===== src/rtl/ecac_regs.svh =====
// register offsets, field positions, reset values and timing counts
// assumes a 200 MHz clock and a 16-bit holding-register port
//
// Overview of operation
// - bit 15 set enables running count reporting
// - bit 0 selects auto-reset or latching termination
// - auto-reset: clear counter, pulse alarm about 100ms
// - latching: hold at limit, alarm until reset
// - reading running count may cost events
// - cutoff 0 to 10000 tenths Hz, low ranges
// - low ranges report below-cutoff frequency as zero
// - clear field: 01 first, 10 second, 11 both
// - clear register keeps nothing, always reads zero
// - high, low, deadband held as 16-bit unsigned
// - low limit and deadband ignored for counters
// - alarm control bit 2 selects output sense
// - alarm control bit 1 enables high alarm
// - alarm control bit 0 enables low alarm
// - auto-reset counter forces high alarm enabled
// - counter alarm output always non-failsafe
// - trigger edge bit: 0 rising, 1 falling
// - debounce after event: count times 5 ms
`ifndef ECAC_REGS_SVH
`define ECAC_REGS_SVH

`define ECAC_ADDR_DEBOUNCE 16'h000b
`define ECAC_ADDR_EDGE 16'h000c
`define ECAC_ADDR_ACQ_TERM 16'h000d
`define ECAC_ADDR_CUTOFF 16'h000e
`define ECAC_ADDR_CLEAR 16'h000f
`define ECAC_ADDR_HIGH 16'h0010
`define ECAC_ADDR_LOW 16'h0011
`define ECAC_ADDR_DEADBAND 16'h0012
`define ECAC_ADDR_ALARM_CTRL 16'h0013

`define ECAC_BIT_ACQUIRE 15
`define ECAC_BIT_LATCH 0
`define ECAC_BIT_FALL_EDGE 0
`define ECAC_BIT_NONFAILSAFE 2
`define ECAC_BIT_HI_EN 1
`define ECAC_BIT_LO_EN 0
`define ECAC_DEB_W 10
`define ECAC_CLR_W 2

`define ECAC_RST_DEBOUNCE 10'h000
`define ECAC_RST_CUTOFF 16'h0005
`define ECAC_RST_HIGH 16'hffff
`define ECAC_RST_LOW 16'h0001
`define ECAC_RST_DEADBAND 16'h01f4
`define ECAC_CUTOFF_MAX 16'h2710

`define ECAC_CLK_MHZ 200
`define ECAC_ALARM_PULSE_MS 100
`define ECAC_DEB_STEP_MS 5
`define ECAC_ALARM_PULSE_CYC (`ECAC_ALARM_PULSE_MS * `ECAC_CLK_MHZ * 1000)
`define ECAC_DEB_STEP_CYC (`ECAC_DEB_STEP_MS * `ECAC_CLK_MHZ * 1000)

`endif


===== src/rtl/ecac_pkg.sv =====
// types shared by the event counter and alarm logic
// assumes ecac_regs.svh for the field widths
`include "ecac_regs.svh"
package ecac_pkg;
  typedef struct packed {
    logic wr;
    logic rd;
    logic [15:0] addr;
    logic [15:0] wdata;
  } ecac_req_t;
  typedef struct packed {
    logic nonfailsafe;
    logic hi_en;
    logic lo_en;
  } ecac_alarm_ctrl_t;
  typedef enum logic {ECAC_DEB_IDLE, ECAC_DEB_HOLD} ecac_deb_state_t;
endpackage


===== src/rtl/ecac_event_counter.sv =====
// one event counter with edge select, debounce and limit termination
// assumes a synchronised input level on the same clock
`timescale 1ns/1ps
`default_nettype none
`include "ecac_regs.svh"
module ecac_event_counter #(
  parameter int CNT_W = 16,
  parameter int STEP_CYC = `ECAC_DEB_STEP_CYC
) (
  input wire logic i_clk,
  input wire logic i_rst,
  input wire logic i_level,
  input wire logic i_fall_edge,
  input wire logic i_latch,
  input wire logic i_clear,
  input wire logic [`ECAC_DEB_W-1:0] i_deb_mult,
  input wire logic [CNT_W-1:0] i_high,
  output logic [CNT_W-1:0] o_count,
  output logic o_hit,
  output logic o_latched
);
  import ecac_pkg::*;
  localparam int SW = $clog2(STEP_CYC + 1);
  if (STEP_CYC < 1 || CNT_W < 1) begin : g_chk
    $error("ecac_event_counter: bad parameters");
  end
  logic prev_q;
  logic edge_seen;
  logic accept;
  ecac_deb_state_t deb_q;
  logic [SW-1:0] step_q;
  logic [`ECAC_DEB_W-1:0] mult_q;
  logic [CNT_W-1:0] base;
  logic [CNT_W-1:0] next_cnt;
  logic latched_base;
  logic [CNT_W-1:0] count_d;
  logic latched_d;
  logic hit_d;

  always_ff @(posedge i_clk) begin
    prev_q <= i_rst ? 1'b0 : i_level;
  end
  // rising edge unless falling selected
  assign edge_seen = i_fall_edge ? (prev_q & ~i_level) : (~prev_q & i_level);
  assign accept = edge_seen && (deb_q == ECAC_DEB_IDLE);

  // hold-off of mult x 5 ms after each logged event
  always_ff @(posedge i_clk) begin
    if (i_rst) begin
      deb_q <= ECAC_DEB_IDLE;
      step_q <= '0;
      mult_q <= '0;
    end else begin
      case (deb_q)
        ECAC_DEB_IDLE: begin
          if (accept && i_deb_mult != '0) begin
            deb_q <= ECAC_DEB_HOLD;
            mult_q <= i_deb_mult;
            step_q <= SW'(STEP_CYC - 1);
          end
        end
        ECAC_DEB_HOLD: begin
          if (step_q != '0) begin
            step_q <= step_q - 1'b1;
          end else if (mult_q <= `ECAC_DEB_W'(1)) begin
            deb_q <= ECAC_DEB_IDLE;
          end else begin
            mult_q <= mult_q - 1'b1;
            step_q <= SW'(STEP_CYC - 1);
          end
        end
        default: deb_q <= ECAC_DEB_IDLE;
      endcase
    end
  end

  // a clear and an event in one cycle: the event survives as a count of one
  always_comb begin
    base = i_clear ? '0 : o_count;
    latched_base = i_clear ? 1'b0 : o_latched;
    next_cnt = base + 1'b1;
    count_d = base;
    latched_d = latched_base;
    hit_d = 1'b0;
    if (accept && !latched_base) begin
      count_d = next_cnt;
      if (next_cnt >= i_high) begin
        if (i_latch) begin
          count_d = i_high;
          latched_d = 1'b1;
        end else begin
          count_d = '0;
          hit_d = 1'b1;
        end
      end
    end
  end

  always_ff @(posedge i_clk) begin
    if (i_rst) begin
      o_count <= '0;
      o_latched <= 1'b0;
      o_hit <= 1'b0;
    end else begin
      o_count <= count_d;
      o_latched <= latched_d;
      o_hit <= hit_d;
    end
  end
endmodule
`default_nettype wire


===== src/rtl/ecac_alarm.sv =====
// first channel alarm output: counter pulse/latch or frequency limits
// assumes limits in Hz and measured frequency in tenths of Hz
`timescale 1ns/1ps
`default_nettype none
`include "ecac_regs.svh"
module ecac_alarm #(
  parameter int PULSE_CYC = `ECAC_ALARM_PULSE_CYC
) (
  input wire logic i_clk,
  input wire logic i_rst,
  input wire logic i_is_counter,
  input wire logic i_latch,
  input wire ecac_pkg::ecac_alarm_ctrl_t i_ctrl,
  input wire logic i_hit,
  input wire logic i_latched,
  input wire logic [15:0] i_freq,
  input wire logic [15:0] i_high,
  input wire logic [15:0] i_low,
  input wire logic [15:0] i_deadband,
  output logic o_alarm_pin,
  output logic o_alarm_led
);
  import ecac_pkg::*;
  localparam int PW = $clog2(PULSE_CYC + 1);
  if (PULSE_CYC < 1) begin : g_chk
    $error("ecac_alarm: PULSE_CYC must be at least 1");
  end
  logic [PW-1:0] pulse_q;
  logic hi_q;
  logic lo_q;
  logic [20:0] fh;
  logic [20:0] hi_thr;
  logic [20:0] lo_thr;
  logic [20:0] db;
  logic hi_en;
  logic active;
  logic nonfs;

  always_ff @(posedge i_clk) begin
    if (i_rst) begin
      pulse_q <= '0;
    end else if (i_hit) begin
      pulse_q <= PW'(PULSE_CYC);
    end else if (pulse_q != '0) begin
      pulse_q <= pulse_q - 1'b1;
    end
  end

  assign fh = 21'(i_freq);
  assign hi_thr = 21'(i_high) * 21'd10;
  assign lo_thr = 21'(i_low) * 21'd10;
  assign db = 21'(i_deadband) * 21'd10;

  // deadband gives hysteresis so a noisy input does not chatter the relay
  always_ff @(posedge i_clk) begin
    if (i_rst) begin
      hi_q <= 1'b0;
      lo_q <= 1'b0;
    end else begin
      if (fh >= hi_thr) begin
        hi_q <= 1'b1;
      end else if (fh + db < hi_thr) begin
        hi_q <= 1'b0;
      end
      if (fh < lo_thr) begin
        lo_q <= 1'b1;
      end else if (fh >= lo_thr + db) begin
        lo_q <= 1'b0;
      end
    end
  end

  always_comb begin
    if (i_is_counter) begin
      hi_en = i_ctrl.hi_en | ~i_latch;
      active = hi_en & (i_latch ? i_latched : (pulse_q != '0));
      nonfs = 1'b1;
    end else begin
      // low limit only counts outside counter mode
      active = (i_ctrl.hi_en & hi_q) | (i_ctrl.lo_en & lo_q);
      hi_en = i_ctrl.hi_en;
      nonfs = i_ctrl.nonfailsafe;
    end
  end

  always_ff @(posedge i_clk) begin
    if (i_rst) begin
      o_alarm_pin <= 1'b0;
      o_alarm_led <= 1'b0;
    end else begin
      o_alarm_pin <= nonfs ? active : ~active;
      o_alarm_led <= active;
    end
  end
endmodule
`default_nettype wire


===== src/rtl/ecac_top.sv =====
// holding registers, input sync, two event counters, cutoff and alarm
// assumes a network decoder presenting one-cycle read/write strobes
`timescale 1ns/1ps
`default_nettype none
`include "ecac_regs.svh"
module ecac_top #(
  parameter int PULSE_CYC = `ECAC_ALARM_PULSE_CYC,
  parameter int STEP_CYC = `ECAC_DEB_STEP_CYC
) (
  input wire logic i_clk,
  input wire logic i_rst,
  input wire ecac_pkg::ecac_req_t i_req,
  output logic [15:0] o_rdata,
  output logic o_rd_ack,
  input wire logic [1:0] i_pin_in,
  input wire logic [1:0] i_is_counter,
  input wire logic [1:0] i_low_range,
  input wire logic [15:0] i_ch0_freq,
  input wire logic [15:0] i_ch1_freq,
  input wire logic [15:0] i_ch1_high_limit,
  output logic [15:0] o_ch0_freq,
  output logic [15:0] o_ch1_freq,
  output logic [15:0] o_ch0_count,
  output logic [15:0] o_ch1_count,
  output logic o_count_valid,
  output logic o_ch1_limit_hit,
  output logic o_alarm_pin,
  output logic o_alarm_led
);
  import ecac_pkg::*;
  if (PULSE_CYC < 1 || STEP_CYC < 1) begin : g_chk
    $error("ecac_top: timing parameters must be at least 1");
  end

  logic [`ECAC_DEB_W-1:0] deb_mult_q;
  logic fall_edge_q;
  logic acquire_q;
  logic latch_q;
  logic [15:0] cutoff_q;
  logic [15:0] high_q;
  logic [15:0] low_q;
  logic [15:0] deadband_q;
  ecac_alarm_ctrl_t alarm_ctrl_q;
  logic [`ECAC_CLR_W-1:0] clear_d;
  logic [15:0] rdata_d;
  logic [1:0] sync1_q;
  logic [1:0] sync2_q;
  logic [1:0] clear_ch;
  logic [1:0] hit;
  logic [1:0] latched;
  logic [15:0] count [2];
  logic [15:0] high_ch [2];
  logic [15:0] freq_in [2];
  logic [15:0] freq_out [2];
  logic wr_hit;

  assign wr_hit = i_req.wr;

  // configuration writes; each register stored in its own process
  always_ff @(posedge i_clk) begin
    if (i_rst) begin
      deb_mult_q <= `ECAC_RST_DEBOUNCE;
    end else if (wr_hit && i_req.addr == `ECAC_ADDR_DEBOUNCE) begin
      deb_mult_q <= i_req.wdata[`ECAC_DEB_W-1:0];
    end
  end

  always_ff @(posedge i_clk) begin
    if (i_rst) begin
      fall_edge_q <= 1'b0;
    end else if (wr_hit && i_req.addr == `ECAC_ADDR_EDGE) begin
      fall_edge_q <= i_req.wdata[`ECAC_BIT_FALL_EDGE];
    end
  end

  always_ff @(posedge i_clk) begin
    if (i_rst) begin
      acquire_q <= 1'b0;
      latch_q <= 1'b0;
    end else if (wr_hit && i_req.addr == `ECAC_ADDR_ACQ_TERM) begin
      acquire_q <= i_req.wdata[`ECAC_BIT_ACQUIRE];
      latch_q <= i_req.wdata[`ECAC_BIT_LATCH];
    end
  end

  // out-of-range cutoff saturates rather than wrapping to a tiny value
  always_ff @(posedge i_clk) begin
    if (i_rst) begin
      cutoff_q <= `ECAC_RST_CUTOFF;
    end else if (wr_hit && i_req.addr == `ECAC_ADDR_CUTOFF) begin
      if (i_req.wdata > `ECAC_CUTOFF_MAX) begin
        cutoff_q <= `ECAC_CUTOFF_MAX;
      end else begin
        cutoff_q <= i_req.wdata;
      end
    end
  end

  always_ff @(posedge i_clk) begin
    if (i_rst) begin
      high_q <= `ECAC_RST_HIGH;
    end else if (wr_hit && i_req.addr == `ECAC_ADDR_HIGH) begin
      high_q <= i_req.wdata;
    end
  end

  always_ff @(posedge i_clk) begin
    if (i_rst) begin
      low_q <= `ECAC_RST_LOW;
    end else if (wr_hit && i_req.addr == `ECAC_ADDR_LOW) begin
      low_q <= i_req.wdata;
    end
  end

  always_ff @(posedge i_clk) begin
    if (i_rst) begin
      deadband_q <= `ECAC_RST_DEADBAND;
    end else if (wr_hit && i_req.addr == `ECAC_ADDR_DEADBAND) begin
      deadband_q <= i_req.wdata;
    end
  end

  always_ff @(posedge i_clk) begin
    if (i_rst) begin
      alarm_ctrl_q <= '0;
    end else if (wr_hit && i_req.addr == `ECAC_ADDR_ALARM_CTRL) begin
      alarm_ctrl_q.nonfailsafe <= i_req.wdata[`ECAC_BIT_NONFAILSAFE];
      alarm_ctrl_q.hi_en <= i_req.wdata[`ECAC_BIT_HI_EN];
      alarm_ctrl_q.lo_en <= i_req.wdata[`ECAC_BIT_LO_EN];
    end
  end

  // the clear field acts as a one-cycle command and is never stored
  always_comb begin
    if (wr_hit && i_req.addr == `ECAC_ADDR_CLEAR) begin
      clear_d = i_req.wdata[`ECAC_CLR_W-1:0];
    end else begin
      clear_d = '0;
    end
  end
  assign clear_ch = clear_d; // bit 0 first, bit 1 second

  // read decode; unmapped and clear addresses answer zero
  always_comb begin
    rdata_d = '0;
    if (i_req.addr == `ECAC_ADDR_DEBOUNCE) begin
      rdata_d = 16'(deb_mult_q);
    end else if (i_req.addr == `ECAC_ADDR_EDGE) begin
      rdata_d[`ECAC_BIT_FALL_EDGE] = fall_edge_q;
    end else if (i_req.addr == `ECAC_ADDR_ACQ_TERM) begin
      rdata_d[`ECAC_BIT_ACQUIRE] = acquire_q;
      rdata_d[`ECAC_BIT_LATCH] = latch_q;
    end else if (i_req.addr == `ECAC_ADDR_CUTOFF) begin
      rdata_d = cutoff_q;
    end else if (i_req.addr == `ECAC_ADDR_CLEAR) begin
      rdata_d = '0;
    end else if (i_req.addr == `ECAC_ADDR_HIGH) begin
      rdata_d = high_q;
    end else if (i_req.addr == `ECAC_ADDR_LOW) begin
      rdata_d = low_q;
    end else if (i_req.addr == `ECAC_ADDR_DEADBAND) begin
      rdata_d = deadband_q;
    end else if (i_req.addr == `ECAC_ADDR_ALARM_CTRL) begin
      rdata_d[`ECAC_BIT_NONFAILSAFE] = alarm_ctrl_q.nonfailsafe;
      rdata_d[`ECAC_BIT_HI_EN] = alarm_ctrl_q.hi_en;
      rdata_d[`ECAC_BIT_LO_EN] = alarm_ctrl_q.lo_en;
    end
  end

  always_ff @(posedge i_clk) begin
    if (i_rst) begin
      o_rdata <= '0;
      o_rd_ack <= 1'b0;
    end else begin
      o_rd_ack <= i_req.rd;
      if (i_req.rd) begin
        o_rdata <= rdata_d;
      end
    end
  end

  // pins are asynchronous: two flops before the edge detector
  always_ff @(posedge i_clk) begin
    if (i_rst) begin
      sync1_q <= '0;
      sync2_q <= '0;
    end else begin
      sync1_q <= i_pin_in;
      sync2_q <= sync1_q;
    end
  end

  assign high_ch[0] = high_q;
  assign high_ch[1] = i_ch1_high_limit;
  assign freq_in[0] = i_ch0_freq;
  assign freq_in[1] = i_ch1_freq;

  for (genvar c = 0; c < 2; c++) begin : g_ch
    ecac_event_counter #(
      .CNT_W(16),
      .STEP_CYC(STEP_CYC)
    ) u_cnt (
      .i_clk(i_clk),
      .i_rst(i_rst),
      .i_level(sync2_q[c] & i_is_counter[c]),
      .i_fall_edge(fall_edge_q),
      .i_latch(latch_q),
      .i_clear(clear_ch[c]),
      .i_deb_mult(deb_mult_q),
      .i_high(high_ch[c]),
      .o_count(count[c]),
      .o_hit(hit[c]),
      .o_latched(latched[c])
    );
    // below-cutoff frequencies read as zero in the low ranges only
    always_ff @(posedge i_clk) begin
      if (i_rst) begin
        freq_out[c] <= '0;
      end else if (i_low_range[c] && freq_in[c] < cutoff_q) begin
        freq_out[c] <= '0;
      end else begin
        freq_out[c] <= freq_in[c];
      end
    end
  end

  assign o_ch0_freq = freq_out[0];
  assign o_ch1_freq = freq_out[1];

  // running count is copied out only while acquire is on; the copy never
  // stalls counting, so the missed-event hazard lies with the network poll
  always_ff @(posedge i_clk) begin
    if (i_rst || !acquire_q) begin
      o_ch0_count <= '0;
      o_ch1_count <= '0;
      o_count_valid <= 1'b0;
    end else begin
      o_ch0_count <= count[0];
      o_ch1_count <= count[1];
      o_count_valid <= 1'b1;
    end
  end

  assign o_ch1_limit_hit = hit[1];

  ecac_alarm #(
    .PULSE_CYC(PULSE_CYC)
  ) u_alarm (
    .i_clk(i_clk),
    .i_rst(i_rst),
    .i_is_counter(i_is_counter[0]),
    .i_latch(latch_q),
    .i_ctrl(alarm_ctrl_q),
    .i_hit(hit[0]),
    .i_latched(latched[0]),
    .i_freq(freq_out[0]),
    .i_high(high_q),
    .i_low(low_q),
    .i_deadband(deadband_q),
    .o_alarm_pin(o_alarm_pin),
    .o_alarm_led(o_alarm_led)
  );
endmodule
`default_nettype wire


===== config.mk =====
export PLATFORM = sky130hd
export DESIGN_NAME = ecac_top
export DESIGN_NICKNAME = d
export VERILOG_FILES = /design/src/rtl/ecac_pkg.sv /design/src/rtl/ecac_event_counter.sv /design/src/rtl/ecac_alarm.sv /design/src/rtl/ecac_top.sv
export VERILOG_INCLUDE_DIRS = /design/src /design/src/rtl
export SDC_FILE = /design/constraint.sdc
export NUM_CORES = 1
export LEC_CHECK = 0
export BUFFER_PORTS_ARGS = -buffer_cell sky130_fd_sc_hd__buf_2
export CAP_MARGIN = 40
export CORE_ASPECT_RATIO = 1.25
export CORE_MARGIN = 4
export CORE_UTILIZATION = 45
export CTS_BUF_LIST = sky130_fd_sc_hd__clkbuf_8
export CTS_CLUSTER_DIAMETER = 100
export DETAILED_ROUTE_END_ITERATION = 6
export SLEW_MARGIN = 40
export SYNTH_ARGS = -nofsm -noshare
export SYNTH_HDL_FRONTEND = slang
export SYNTH_SLANG_ARGS = --single-unit

===== constraint.sdc =====
create_clock -name i_clk -period 5.9 [get_ports i_clk]
set_input_delay 0.295 -clock i_clk [delete_from_list [all_inputs] [get_ports i_clk]]
set_output_delay 0.295 -clock i_clk [all_outputs]
set_load 0.01 [all_outputs]

==> flow_summary.html <==
<table>
<tr><th>Metric</th><th>Value</th></tr>
<tr><th colspan="2">Clock tree</th></tr>
<tr><td>Root Buffer Master</td><td>sky130_fd_sc_hd__clkbuf_8</td></tr>
<tr><td>Number of H-tree branching levels</td><td>2</td></tr>
<tr><td>Post-CTS resize count</td><td>0</td></tr>
<tr><td>Inserted Clock Buffers</td><td>50</td></tr>
<tr><td>Clock sink total</td><td>295</td></tr>
<tr><td>Worst-skew pair later-pin latency</td><td>0.60 ns</td></tr>
<tr><td>CTS tree</td><td>yes</td></tr>
<tr><td>Clock Pin Slew Worst Setup and Hold Paths</td><td>0.07 ns</td></tr>
<tr><td>Clock tree buffer depth</td><td>3</td></tr>
<tr><td>Post-CTS Setup Inserts</td><td>0</td></tr>
<tr><th colspan="2">Setup path</th></tr>
<tr><td>Max FO, Critical Path</td><td>7</td></tr>
<tr><td>Slowest stage delay, CP</td><td>0.53 ns</td></tr>
<tr><td>Kind of launch point of the worst setup path</td><td>flop</td></tr>
<tr><td>Required time reported for the critical path endpoint</td><td>6.38 ns</td></tr>
<tr><td>Critical Path Slowest Stage Cell</td><td>sky130_fd_sc_hd__dfxtp_1</td></tr>
<tr><td>List of cells traversed by the critical path</td><td>ha_1 -&gt; ha_1 -&gt; fa_1 -&gt; a21oi_1 -&gt; o22ai_2 -&gt; nor2_1 -&gt; xnor2_1 -&gt; ha_1 -&gt; and2_1 -&gt; o21ai_0 -&gt; o21ai_0 -&gt; or4_1 -&gt; a31oi_1 -&gt; xnor2_1 -&gt; ha_1 -&gt; a21o_1 -&gt; a21oi_1 -&gt; nand2_1 -&gt; a41o_1 -&gt; a31oi_1 -&gt; o21ai_0 -&gt; a21oi_1 -&gt; o22ai_1</td></tr>
<tr><td>Data arrival, critical path</td><td>5.87 ns</td></tr>
<tr><td>Crit end category</td><td>flop</td></tr>
<tr><td>CP Class</td><td>reg -&gt; reg</td></tr>
<tr><td>Most numerous cell on the critical path</td><td>sky130_fd_sc_hd__ha_1</td></tr>
<tr><th colspan="2">Logic synthesis</th></tr>
<tr><td>Top FF cell, synth</td><td>sky130_fd_sc_hd__dfxtp_1</td></tr>
<tr><td>Synth unique cells</td><td>93</td></tr>
<tr><td>Mean cell area of the mapped netlist</td><td>8.32 µm²</td></tr>
<tr><td>Fraction of registers with async set or reset after synthesis</td><td>0%</td></tr>
<tr><td>Compound-gate portion of the synthesized area</td><td>around 20%</td></tr>
<tr><td>Combinational family with the most area after synthesis</td><td>simple AND/OR/NAND/NOR gates</td></tr>
<tr><td>Netlist area before placement</td><td>0.0197 mm²</td></tr>
<tr><td>YS warnings</td><td>0</td></tr>
<tr><td>Syn Inst Count</td><td>2370</td></tr>
<tr><td>Part of the Yosys area used for sequential elements</td><td>31.6%</td></tr>
<tr><td>Flip-flop and latch count after synthesis</td><td>295</td></tr>
<tr><td>Number of enable flip-flop cells after synthesis</td><td>32</td></tr>
<tr><td>Share of synthesized cell area in and, or, nand and nor gates</td><td>21.6%</td></tr>
<tr><td>Share of cell area taken by muxes after synthesis</td><td>1.10%</td></tr>
<tr><td>Fraction of the mapped netlist area in adder cells</td><td>16.4%</td></tr>
<tr><td>Xor/xnor share of the synthesized area</td><td>5.01%</td></tr>
<tr><th colspan="2">Power and ir drop</th></tr>
<tr><td>Power density of the placed cells</td><td>217 mW/mm²</td></tr>
<tr><td>P_leak</td><td>10.2 nW</td></tr>
<tr><td>Maximum ir drop on the vdd rail</td><td>0.189 mV</td></tr>
<tr><th colspan="2">Place</th></tr>
<tr><td>Half-perimeter wire length after placement</td><td>46500 µm</td></tr>
<tr><td>Port bufs</td><td>174</td></tr>
<tr><td>Placement Cell Area</td><td>0.0213 mm²</td></tr>
<tr><td>Global placer's final weighted congestion</td><td>around 0.93</td></tr>
<tr><th colspan="2">Floorplanning</th></tr>
<tr><td>Starting utilization of the core area</td><td>45.7%</td></tr>
<tr><td>Die area</td><td>0.0473 mm²</td></tr>
<tr><td>Die boundary width</td><td>195 µm</td></tr>
<tr><td>Number of ports placed on the die boundary</td><td>175</td></tr>
<tr><td>Core outline area</td><td>~0.043 mm²</td></tr>
<tr><td>Row Count</td><td>85</td></tr>
<tr><td>Die Ht</td><td>242 µm</td></tr>
<tr><th colspan="2">Final layout</th></tr>
<tr><td>Post-route design area</td><td>0.0229 mm²</td></tr>
<tr><td>Most used cells in the layout excluding fill and tap cells</td><td>sky130_fd_sc_hd__dfxtp_1, sky130_fd_sc_hd__ha_1, sky130_fd_sc_hd__nand2_1</td></tr>
<tr><td>Final nets</td><td>between 2000 and 3000</td></tr>
<tr><td>Leading cell type in the layout, fill and taps excluded</td><td>sky130_fd_sc_hd__dfxtp_1</td></tr>
<tr><td>Share of post-route cells with drive strength above 1</td><td>12.4%</td></tr>
<tr><td>Signed area change from the synthesized netlist to the final layout</td><td>15.8%</td></tr>
<tr><th colspan="2">Global route</th></tr>
<tr><td>Maximum number of pins on one net before global-route repair</td><td>75</td></tr>
<tr><td>M3 GR Usage</td><td>3.10%</td></tr>
<tr><td>Total GRT Usage</td><td>between 20% and 30%</td></tr>
<tr><td>Antenna violations before repair</td><td>3</td></tr>
<tr><td>Vias in the first global route</td><td>~18000</td></tr>
<tr><td>Global-route wire length before repair</td><td>95200 µm</td></tr>
<tr><td>Global routing's busiest layer</td><td>met2</td></tr>
<tr><td>Met1 track demand over resource in global routing</td><td>30.5%</td></tr>
<tr><td>Global-route track usage on met2</td><td>approximately 43%</td></tr>
<tr><td>Grt total ovfl</td><td>0</td></tr>
<tr><th colspan="2">Detailed routing</th></tr>
<tr><td>Count of routing violations after the opening detailed-route iteration</td><td>1008</td></tr>
<tr><td>DRC</td><td>0</td></tr>
<tr><td>Average detailed-routed wire length per instance</td><td>between 15 and 20 µm</td></tr>
<tr><td>Wire length after detailed routing</td><td>60400 µm</td></tr>
<tr><td>Pre-Repair DR Iteration Count</td><td>5</td></tr>
<tr><td>Vias/cell</td><td>5.68</td></tr>
<tr><td>Post-DRT Antenna Nets</td><td>0</td></tr>
<tr><td>Total number of vias</td><td>18223</td></tr>
<tr><th colspan="2">Timing</th></tr>
<tr><td>Max transition margin</td><td>41.7%</td></tr>
<tr><td>Period Utilization, post-route</td><td>91.3%</td></tr>
<tr><td>Fin crit period</td><td>5.39 ns</td></tr>
<tr><td>Highest clock rate</td><td>186 MHz</td></tr>
<tr><td>Setup violations, final</td><td>0</td></tr>
<tr><td>Unrepaired setup endpoints after global routing</td><td>false</td></tr>
<tr><td>Hold violation count in the final report</td><td>0</td></tr>
<tr><td>Number of max-slew violations in the final report</td><td>0</td></tr>
<tr><td>Total negative setup slack</td><td>0 ns</td></tr>
<tr><td>Fin Clk Skew</td><td>0.0168 ns</td></tr>
<tr><td>Transition time of the tightest slew-check pin</td><td>0.853 ns</td></tr>
<tr><th colspan="2">Worst hold path</th></tr>
<tr><td>HP Class</td><td>in -&gt; reg</td></tr>
<tr><th colspan="2">Run</th></tr>
<tr><td>Maximum capacitance violations</td><td>0</td></tr>
<tr><th colspan="2">Status</th></tr>
<tr><td>Outcome</td><td>finished clean</td></tr>
</table>
[metrics by stage]
| stage | power (mW) | worst slack, ns | std cells | hold slack, ns | util, % |
|---|---|---|---|---|---|
| finish | 4.96 | 0.513 | 3208 | 0.0221 | 52.9 |
| global route | 5.19 | 0.153 | 3208 | 0.0125 | 52.9 |
| CTS | 5.01 | 0.507 | 3206 | 0.000236 | 52.9 |
| detailed placement | 2.94 | 0.515 | 3074 | 0.420 | 49.3 |
| global placement | 2.92 | 0.712 | 3074 | 0.424 | 49.3 |
| floorplan | 2.74 | 1.21 | 2401 | 0.412 | - |
[kinds of logic after synthesis]
family,after synthesis
adders and majority gates,257
and+or+nand+nor,874
muxes,21
AOI/OAI and AO/OA,606
DFF,295
buffers and inverters,204
xor gates and xnor gates,112
other,1
[registers in the layout, summed over array words and instances, names as in the netlist, 10 cells and up]
register / flops
low_q: 16
cutoff_q: 16
g_ch.u_cnt.step_q: 40
high_q: 16
o_ch0_count: 16
o_ch1_count: 16
u_alarm.pulse_q: 25
g_ch.u_cnt.mult_q: 20
freq_out: 32
deadband_q: 16
g_ch.u_cnt.o_count: 32
o_rdata: 16
deb_mult_q: 10
[Yosys cell counts (22+ instances only)]
cell type | instances | area [µm²]
sky130_fd_sc_hd__nand2_1 | 247 | 927
sky130_fd_sc_hd__a211oi_1 | 33 | 248
sky130_fd_sc_hd__ha_1 | 249 | 3120
sky130_fd_sc_hd__nor3_1 | 68 | 340
sky130_fd_sc_hd__and2_1 | 75 | 469
sky130_fd_sc_hd__inv_1 | 118 | 443
sky130_fd_sc_hd__nand2b_1 | 33 | 206
sky130_fd_sc_hd__nand3_1 | 52 | 260
sky130_fd_sc_hd__a22oi_1 | 24 | 180
sky130_fd_sc_hd__or3_1 | 22 | 138
sky130_fd_sc_hd__dfxtp_1 | 263 | 5270
sky130_fd_sc_hd__xor2_1 | 36 | 315
sky130_fd_sc_hd__a21o_1 | 53 | 398
sky130_fd_sc_hd__o21ai_0 | 74 | 370
sky130_fd_sc_hd__clkbuf_1 | 73 | 274
sky130_fd_sc_hd__a21oi_1 | 219 | 1100
sky130_fd_sc_hd__nor2_1 | 224 | 841
sky130_fd_sc_hd__nor2b_1 | 37 | 231
sky130_fd_sc_hd__xnor2_1 | 75 | 657
sky130_fd_sc_hd__nor4_1 | 30 | 188
sky130_fd_sc_hd__edfxtp_1 | 32 | 961
[critical path, delay by kind of cell, from the launching register on]
kind	cells	cell delay, ns
xor gates and xnor gates	2	0.35
AOI/OAI and AO/OA	12	2.07
adders and majority gates	5	1.52
DFF	1	0.53
and+or+nand+nor	4	0.81
[layer usage]
metal	up-vias	wire, µm
met4	2	1750
met3	115	2850
met5	-	13
li1	8989	-
met2	473	29900
met1	8644	25900
[path summary, 6_finish.rpt]
check	from	to	slack (ns)	cells after the start
max	deadband_q[1]	u_alarm.hi_q	0.51	23
min	i_ch1_freq[4]	freq_out[1][4]	0.02	2
max reg2reg	deadband_q[1]	u_alarm.hi_q	0.51	23
min reg2reg	sync1_q[1]	sync2_q[1]	0.43	1
[final cells by class]
type | count | area (µm²)
inverters | 120 | 450
well taps | 565 | 707
repair buffers | 234 | 1430
diodes | 1 | 2.50
flip-flops and latches | 295 | 6230
fillers | 4181 | 20300
clock inverters | 20 | 149
clock buffers | 71 | 977
multi-input cells | 1902 | 12900
[power breakdown]
group | switching (mW) | internal, mW | leakage [nW]
clock | 0.887 | 1.15 | 0.613
sequential | 0.0824 | 2.12 | 2.45
combinational | 0.400 | 0.317 | 7.09
[what timing repair did]
| action | 4_1_cts | 5_1_grt |
|---|---|---|
| hold buffers | 41 | 0 |
| hold endpoints to repair | 45 | 0 |
| endpoints found under the setup margin | 0 | 0 |
No activity file was read; power rests on OpenSTA's default activity.
